File: config.mk
export PLATFORM = sky130hd
export DESIGN_NAME = resolver_angle_output_port
export DESIGN_NICKNAME = d
export VERILOG_FILES = /design/src/resolver_port_pkg.sv /design/src/pin_sync.sv /design/src/resolver_angle_output_port.sv
export SDC_FILE = /design/constraint.sdc
export NUM_CORES = 1
export LEC_CHECK = 0
export BUFFER_PORTS_ARGS = -buffer_cell sky130_fd_sc_hd__buf_2
export CORE_MARGIN = 2
export CORE_UTILIZATION = 54
export DETAILED_ROUTE_END_ITERATION = 8
export PLACE_DENSITY = 0.79
export SLEW_MARGIN = 10
export SYNTH_ARGS = -nofsm -noshare
export SYNTH_HDL_FRONTEND = slang
export SYNTH_SLANG_ARGS = --single-unit
File: constraint.sdc
create_clock -name clk_i -period 6.9 [get_ports clk_i]
set_input_delay 2.07 -clock clk_i [delete_from_list [all_inputs] [get_ports clk_i]]
set_output_delay 2.07 -clock clk_i [all_outputs]
set_load 0.02 [all_outputs]
File: src/resolver_port_pkg.sv
// Purpose: shared constants and types of the resolver angle output port
// Assumes: one 200 MHz clock, all host pins asynchronous to it
// Notes:   field positions of the 16-bit serial word live here

// ****************************************************************
// package
// ****************************************************************
package resolver_port_pkg;

    localparam int ANGLE_W   = 12;
    localparam int SHIFT_W   = 16;
    localparam int PIN_W     = 6;

    // bus pins reused in serial mode
    localparam int BIT_SO    = 11;
    localparam int BIT_SCLK  = 10;

    // serial word layout
    localparam int SH_DATA_LSB = 4;
    localparam int SH_SEL      = 3;
    localparam int SH_DOS      = 2;
    localparam int SH_LOT      = 1;
    localparam int SH_PAR      = 0;

    // values after reset, velocity limits, integrator step and default mismatch limit
    localparam logic [11:0] POS_RST     = 12'h000;
    localparam logic [11:0] VEL_RST     = 12'h000;
    localparam logic [11:0] MON_MIN_RST = 12'hFFF;
    localparam logic [11:0] MON_MAX_RST = 12'h000;
    localparam logic [11:0] VEL_MAX     = 12'h7FF;
    localparam logic [11:0] VEL_MIN     = 12'h800;
    localparam logic [11:0] LSB_STEP    = 12'h001;
    localparam logic [11:0] MISMATCH_LIM_DEF = 12'h040;

    // pins idle high after reset
    localparam logic [5:0]  PINS_RST    = 6'h3F;

    typedef enum logic [1:0] {
        RD_IDLE = 2'b00,
        RD_PAR  = 2'b01,
        RD_SER  = 2'b10
    } read_state_t;

    // host-side pins, all active levels as on the package
    typedef struct packed {
        logic snap_n;
        logic cs_n;
        logic rd_n;
        logic pos_sel;
        logic ser_n;
        logic sclk;
    } pins_t;

    // fault flags from the front end, active high
    typedef struct packed {
        logic loss;
        logic degrade;
        logic track;
    } faults_t;

endpackage

File: src/pin_sync.sv
// Purpose: two-stage synchroniser for asynchronous host pins
// Assumes: stage one is read only by stage two
// Notes:   frozen by the clock enable like every other state

module pin_sync
    import resolver_port_pkg::*;
#(
    parameter int          W       = PIN_W,
    parameter logic [W-1:0] RST_VAL = '1
) (
    // clock and reset
    input  wire logic         clk_i,
    input  wire logic         rst_i,
    input  wire logic         ce_i,
    // pins
    input  wire logic [W-1:0] async_i,
    output logic      [W-1:0] sync_o
);

    logic [W-1:0] meta_r;
    logic [W-1:0] meta_nxt;
    logic [W-1:0] sync_r;
    logic [W-1:0] sync_nxt;

    always_comb begin
        meta_nxt = ce_i ? async_i : meta_r;
        sync_nxt = ce_i ? meta_r : sync_r;
    end

    always_ff @(posedge clk_i) begin
        if (rst_i) begin
            meta_r <= RST_VAL;
            sync_r <= RST_VAL;
        end else begin
            meta_r <= meta_nxt;
            sync_r <= sync_nxt;
        end
    end

    assign sync_o = sync_r;

endmodule

File: src/resolver_angle_output_port.sv
// Purpose: tracking integrators, snapshot registers and host output port
// Assumes: host pins are asynchronous; fault flags come from logic on clk_i
// Notes:   pin sync plus output flop costs three cycles of port latency

module resolver_angle_output_port
    import resolver_port_pkg::*;
#(
    parameter logic [11:0] MISMATCH_LIM = MISMATCH_LIM_DEF
) (
    // clock, reset, enable
    input  wire logic         clk_i,
    input  wire logic         rst_i,
    input  wire logic         ce_i,
    // front end
    input  wire logic [11:0]  angle_meas_i,
    input  wire logic [11:0]  monitor_mag_i,
    input  wire faults_t      faults_i,
    // host control pins
    input  wire logic         snapshot_strobe_n_i,
    input  wire logic         device_select_n_i,
    input  wire logic         read_strobe_n_i,
    input  wire logic         position_not_velocity_select_i,
    input  wire logic         serial_port_select_n_i,
    // data bus pins
    input  wire logic [11:0]  db_i,
    output logic      [11:0]  db_o,
    output logic      [11:0]  db_oe_n_o,
    // status
    output logic              mismatch_o
);

    // ****************************************************************
    // pin synchronisation and edges
    // ****************************************************************
    pins_t pins_async;
    pins_t p;
    pins_t prev_r;
    pins_t prev_nxt;

    assign pins_async = '{snap_n:  snapshot_strobe_n_i,
                          cs_n:    device_select_n_i,
                          rd_n:    read_strobe_n_i,
                          pos_sel: position_not_velocity_select_i,
                          ser_n:   serial_port_select_n_i,
                          sclk:    db_i[BIT_SCLK]};

    pin_sync #(
        .W       (PIN_W),
        .RST_VAL (PINS_RST)
    ) u_sync (
        .clk_i   (clk_i),
        .rst_i   (rst_i),
        .ce_i    (ce_i),
        .async_i (pins_async),
        .sync_o  (p)
    );

    logic snap_fall;
    logic snap_rise;
    logic rd_fall;
    logic sclk_rise;

    always_comb begin
        prev_nxt  = ce_i ? p : prev_r;
        snap_fall = ce_i & prev_r.snap_n & ~p.snap_n;
        snap_rise = ce_i & ~prev_r.snap_n & p.snap_n;
        rd_fall   = ce_i & prev_r.rd_n & ~p.rd_n;
        sclk_rise = ce_i & ~prev_r.sclk & p.sclk;
    end

    always_ff @(posedge clk_i) begin
        if (rst_i) begin
            prev_r <= PINS_RST;
        end else begin
            prev_r <= prev_nxt;
        end
    end

    // ****************************************************************
    // tracking integrators
    // ****************************************************************
    logic [11:0]        pos_int_r;
    logic [11:0]        pos_int_nxt;
    logic [11:0]        vel_int_r;
    logic [11:0]        vel_int_nxt;
    logic               dither_r;
    logic               dither_nxt;
    logic signed [11:0] err;
    logic               step_up;

    // never rest on zero error, so a null at 180 deg cannot hold
    // unsigned angle wraps at a full turn; no term looks at the read port
    always_comb begin
        err         = signed'(angle_meas_i - pos_int_r);
        step_up     = (err == 12'sh000) ? dither_r : ~err[11];
        dither_nxt  = dither_r;
        pos_int_nxt = pos_int_r;
        vel_int_nxt = vel_int_r;
        if (ce_i) begin
            dither_nxt  = ~dither_r;
            pos_int_nxt = step_up ? pos_int_r + LSB_STEP : pos_int_r - LSB_STEP;
            if (step_up && vel_int_r != VEL_MAX) begin
                vel_int_nxt = vel_int_r + LSB_STEP;
            end else if (!step_up && vel_int_r != VEL_MIN) begin
                vel_int_nxt = vel_int_r - LSB_STEP;
            end
        end
    end

    always_ff @(posedge clk_i) begin
        if (rst_i) begin
            pos_int_r <= POS_RST;
            vel_int_r <= VEL_RST;
            dither_r  <= 1'b0;
        end else begin
            pos_int_r <= pos_int_nxt;
            vel_int_r <= vel_int_nxt;
            dither_r  <= dither_nxt;
        end
    end

    // ****************************************************************
    // snapshot registers and monitor extremes
    // ****************************************************************
    logic [11:0] pos_snap_r;
    logic [11:0] pos_snap_nxt;
    logic [11:0] vel_snap_r;
    logic [11:0] vel_snap_nxt;
    logic [11:0] mon_min_r;
    logic [11:0] mon_min_nxt;
    logic [11:0] mon_max_r;
    logic [11:0] mon_max_nxt;
    logic        mismatch_r;
    logic        mismatch_nxt;

    always_comb begin
        pos_snap_nxt = pos_snap_r;
        vel_snap_nxt = vel_snap_r;
        // copy on the falling edge only
        if (snap_fall) begin
            pos_snap_nxt = pos_int_r;
            vel_snap_nxt = vel_int_r;
        end
        mon_min_nxt = mon_min_r;
        mon_max_nxt = mon_max_r;
        if (snap_rise) begin
            mon_min_nxt = MON_MIN_RST;
            mon_max_nxt = MON_MAX_RST;
        end else if (ce_i) begin
            if (monitor_mag_i < mon_min_r) begin
                mon_min_nxt = monitor_mag_i;
            end
            if (monitor_mag_i > mon_max_r) begin
                mon_max_nxt = monitor_mag_i;
            end
        end
        // empty window after a clear reads as no mismatch
        mismatch_nxt = (mon_max_r >= mon_min_r) &&
                       ((mon_max_r - mon_min_r) > MISMATCH_LIM);
        if (!ce_i) begin
            mismatch_nxt = mismatch_r;
        end
    end

    always_ff @(posedge clk_i) begin
        if (rst_i) begin
            pos_snap_r <= POS_RST;
            vel_snap_r <= VEL_RST;
            mon_min_r  <= MON_MIN_RST;
            mon_max_r  <= MON_MAX_RST;
            mismatch_r <= 1'b0;
        end else begin
            pos_snap_r <= pos_snap_nxt;
            vel_snap_r <= vel_snap_nxt;
            mon_min_r  <= mon_min_nxt;
            mon_max_r  <= mon_max_nxt;
            mismatch_r <= mismatch_nxt;
        end
    end

    assign mismatch_o = mismatch_r;

    // ****************************************************************
    // read port
    // ****************************************************************
    read_state_t        st_r;
    read_state_t        st_nxt;
    logic [11:0]        out_buf_r;
    logic [11:0]        out_buf_nxt;
    logic [SHIFT_W-1:0] shift_r;
    logic [SHIFT_W-1:0] shift_nxt;
    logic [11:0]        db_r;
    logic [11:0]        db_nxt;
    logic [11:0]        oe_n_r;
    logic [11:0]        oe_n_nxt;
    logic [11:0]        sel_data;
    logic [SHIFT_W-1:0] word;
    logic               active;

    always_comb begin
        sel_data = p.pos_sel ? pos_snap_r : vel_snap_r;
        // fault flags only fill status bits, data passes untouched
        word                                  = '0;
        word[SHIFT_W-1:SH_DATA_LSB]           = sel_data;
        word[SH_SEL]                          = p.pos_sel;
        word[SH_DOS]                          = ~(faults_i.degrade | faults_i.loss);
        word[SH_LOT]                          = ~(faults_i.track | faults_i.loss);
        word[SH_PAR]                          = ~(^word[SHIFT_W-1:1]);
        active      = ~p.cs_n & ~p.rd_n;
        st_nxt      = st_r;
        out_buf_nxt = out_buf_r;
        shift_nxt   = shift_r;
        // transfer to the output register only with select low
        // load on the read strobe falling edge
        if (rd_fall && !p.cs_n) begin
            out_buf_nxt = sel_data;
            shift_nxt   = word;
        end else if (sclk_rise && st_r == RD_SER) begin
            shift_nxt = {shift_r[SHIFT_W-2:0], 1'b0};
        end
        if (ce_i) begin
            case (st_r)
                RD_IDLE: begin
                    if (rd_fall && !p.cs_n) begin
                        st_nxt = p.ser_n ? RD_PAR : RD_SER;
                    end
                end
                // strobe or select high ends the read
                RD_PAR:  st_nxt = active ? RD_PAR : RD_IDLE;
                RD_SER:  st_nxt = active ? RD_SER : RD_IDLE;
                default: st_nxt = RD_IDLE;
            endcase
        end
        db_nxt   = db_r;
        oe_n_nxt = oe_n_r;
        if (ce_i) begin
            db_nxt   = '0;
            oe_n_nxt = '1;
            if (active && p.ser_n) begin
                // drive as soon as the strobes are seen low
                db_nxt   = (st_r == RD_PAR) ? out_buf_r : sel_data;
                oe_n_nxt = '0;
            end else if (active) begin
                // only the serial output bit drives
                db_nxt[BIT_SO]   = (st_r == RD_SER) ? shift_r[SHIFT_W-1]
                                                    : word[SHIFT_W-1];
                oe_n_nxt[BIT_SO] = 1'b0;
            end
        end
    end

    always_ff @(posedge clk_i) begin
        if (rst_i) begin
            st_r      <= RD_IDLE;
            out_buf_r <= POS_RST;
            shift_r   <= '0;
            db_r      <= '0;
            oe_n_r    <= '1;
        end else begin
            st_r      <= st_nxt;
            out_buf_r <= out_buf_nxt;
            shift_r   <= shift_nxt;
            db_r      <= db_nxt;
            oe_n_r    <= oe_n_nxt;
        end
    end

    assign db_o      = db_r;
    assign db_oe_n_o = oe_n_r;
endmodule

==> results.json <==
{
  "status": "complete, no violations",
  "hold_class": "register to register",
  "vdd_drop_max_mv": 0.225,
  "io_pins": 72,
  "finalHoldViolCount": 0,
  "slew_headroom_pct": 31.5,
  "worst_setup_path_start_kind": "input port",
  "fin_crit_sh_pct": 89.6,
  "netlist_instances": 929,
  "track_usage_pct": 23.7,
  "hpwl_um": 11600,
  "crit_path_end_kind": "register",
  "p_leak_nw": 3.73,
  "yosys_register_bits": 133,
  "finalPower_mw": 3.02,
  "rsz0062_at_grt": "false",
  "endpoint": "vel_int_r[11]",
  "drv_cap": 0,
  "criticalPathCategory": "input port to register",
  "grt_max_degree": 102,
  "ys.flop_type": "dfxtp_1",
  "grt_pass1_wl_um": 28700,
  "r2r_start": "pos_int_r[4]",
  "fmaxAchievable_mhz": 162,
  "insertedDiodeCount": 0,
  "synth_seq_area_share_pct": 35.2,
  "max-clock-path-buffers": 2,
  "layout_min_cycle_time_ns": 6.18,
  "totalWireLength_um": 16800,
  "syn-cell-area_mm2": 0.00757,
  "first_pass_iters": 5,
  "drive_gt1_share_pct": 11.2,
  "grt_antenna_before_repair": 0,
  "yosysWarnings": 0,
  "insertion_delay_ns": 0.43,
  "fin_setup_tns_ns": 0,
  "start_util_pct": 55.0,
  "cp_max_fo": 9,
  "path_clk_slew_ns": 0.06,
  "dp.cells": 1124,
  "cp.required_ns": 7.21,
  "fin_nets": 1068,
  "gr-total-overflow": 0,
  "power_density_mw_per_mm2": 352,
  "synth.top_cell.area_share_pct": 35.2,
  "hold_buffers": 0,
  "postSynthNetCount": 1034,
  "synth_top_area_cell": "dfxtp_1",
  "die_h_um": 122,
  "cts_tree": "yes",
  "syn_avg_cell_area_um2": 8.15,
  "cts_max_level": 4,
  "synth_edf_count": 0,
  "r2r_end": "vel_int_r[11]",
  "dieWidth_um": 122,
  "vias": 6624,
  "dr.first_iter.drc_count": 529,
  "area_growth_pct": 13.1,
  "port_buffers": 60,
  "postRouteAntennaNets": 0,
  "cts_buffers": 17,
  "core_area_mm2": 0.0138,
  "r2r_setup_slack_ns": 1.87,
  "worstRegToRegCells": 19,
  "post_cts_buffers": 0,
  "cts_root_buf": "clkbuf_16",
  "async_flop_share_pct": 0,
  "wl_per_cell_um": 14.5,
  "ys_types": 60,
  "instances_no_fill": 1156,
  "synth.area.top_cells": "dfxtp_1 35%, ha_1 9.4%, nand2_1 6.7%",
  "nFillCells": 1200,
  "tightest_slew_ns": 1.03,
  "gp_congestion": 0.915,
  "setup.worst_path.start": "angle_meas_i[1]",
  "fin_skew_ns": 0.00785,
  "viasPerCell": 5.73,
  "die_area_mm2": 0.0150,
  "finalMaxSlewViolations": 0,
  "cp.arrival_ns": 6.49,
  "cts.sinks": 133,
  "setup_viol": 0,
  "placementRows": 43,
  "ctsResizeCount": 0,
  "drc": 0,
  "first_global_vias": 6134
}
## cell type report
type	instances	area (µm²)	share of cell area, %
sequential	133	2660	31.1
multi-input combinational	697	4510	52.7
inverter	45	169	1.97
timing repair buffer	69	370	4.32
tap	180	225	2.63
clock buffer	18	429	5.01
clock inverter	14	198	2.31
## logic make-up after synthesis
group	after synthesis	synth area share, %
buffers and inverters	99	5.52
multiplexers	48	6.40
adder cells (fa/ha/maj)	58	9.68
AND/OR/NAND/NOR	351	21.0
XOR/XNOR	39	4.51
AO/OA/AOI/OAI	201	17.8
flip-flops	133	35.2
## worst min path at each step
stage | end | from | cells after the start
4_1_cts | vel_snap_r[2] | vel_snap_r[2] | 2
3_5_place_dp | vel_snap_r[3] | vel_snap_r[3] | 2
2_1_floorplan | u_sync.sync_o[0] | u_sync.meta_r[0] | 1
5_1_grt | vel_snap_r[2] | vel_snap_r[2] | 2
6_report | vel_snap_r[2] | vel_snap_r[2] | 2
3_3_place_gp | vel_snap_r[11] | vel_snap_r[11] | 2
## where the power goes
group | internal, mW | total, mW | switching (mW)
Clock | 0.608 | 0.961 | 0.353
Sequential | 0.847 | 0.947 | 0.0994
Combinational | 0.510 | 1.11 | 0.601
Total | 1.97 | 3.02 | 1.05
## per-stage QoR
stage	area [µm²]	hold slack, ns	util [%]	setup slack (ns)
6_report	8560	0.455	62.2	0.717
5_1_grt	8560	0.469	62.2	0.367
4_1_cts	8560	0.454	62.2	0.696
3_5_place_dp	7940	0.446	57.6	0.283
3_3_place_gp	7940	0.441	57.6	0.306
2_1_floorplan	7570	0.431	-	0.242
## registers in the layout (all words and copies together), names as in the netlist
name,cells
mon_min_r,12
u_sync.meta_r,6
u_sync.sync_o,6
shift_r,16
db_o,12
vel_snap_r,12
prev_r,3
db_oe_n_o,2
pos_snap_r,12
pos_int_r,12
st_r,2
mon_max_r,12
dither_r,1
mismatch_o,1
out_buf_r,12
vel_int_r,12
## cells in the final DEF (no fill, tap or decap), types with 8 or more instances in the layout
| cell | netlist | layout |
|---|---|---|
| nand2_1 | 135 | 135 |
| dfxtp_1 | 133 | 133 |
| nor2_1 | 94 | 94 |
| buf_2 | 1 | 59 |
| a21oi_1 | 58 | 58 |
| ha_1 | 57 | 57 |
| mux2i_1 | 45 | 45 |
| inv_1 | 44 | 44 |
| xnor2_1 | 35 | 35 |
| nor3_1 | 36 | 34 |
| a31oi_1 | 25 | 25 |
| a21o_1 | 25 | 25 |
| clkbuf_16 | 0 | 17 |
| o211ai_1 | 16 | 16 |
| nor2b_1 | 14 | 14 |
| a211o_1 | 14 | 14 |
| o21ai_0 | 13 | 13 |
| nand3_1 | 12 | 12 |
| nand4_1 | 11 | 11 |
| buf_4 | 12 | 10 |
| o21a_1 | 9 | 9 |
| nand2b_1 | 8 | 8 |
| a211oi_1 | 8 | 8 |
## layer usage
metal	track usage (%)	routed length (µm)	vias to the layer above
met5	0	0	-
li1	-	-	3337
met4	7.97	267	0
met3	4.32	625	22
met1	30.3	7800	3124
met2	40.1	8130	141
## critical path, stage by stage
cell and delay, ns:
buf_2 0.10, ha_1 0.29, nor2b_1 0.15, o22a_1 0.21, a311oi_1 0.43, o31ai_1 0.16, xnor2_1 0.25, o41ai_4 0.13
or2_1 0.29, buf_4 0.20, ha_1 0.31, o21ai_0 0.08, nor2_1 0.09, o31ai_1 0.31, a21oi_1 0.15, o21a_1 0.21
o31a_1 0.26, or2_2 0.27, a22oi_1 0.20, mux2_1 0.33
## synthesized netlist by cell type, drive strengths merged (4+ instances only)
cell / number
nor2b: 14
o21a: 9
nand3: 12
o21ai: 18
a31oi: 25
nor2: 94
a21oi: 58
nand2: 135
and2: 6
nand2b: 8
dfxtp: 133
a211oi: 8
or3: 4
a21o: 25
xor2: 4
and3: 7
mux2i: 45
ha: 57
inv: 44
o211ai: 16
nor4: 7
a211o: 14
a22oi: 4
clkbuf: 37
xnor2: 35
or2: 5
nor3: 36
nand4: 11
buf: 17
No activity file was read; power rests on OpenSTA's default activity.
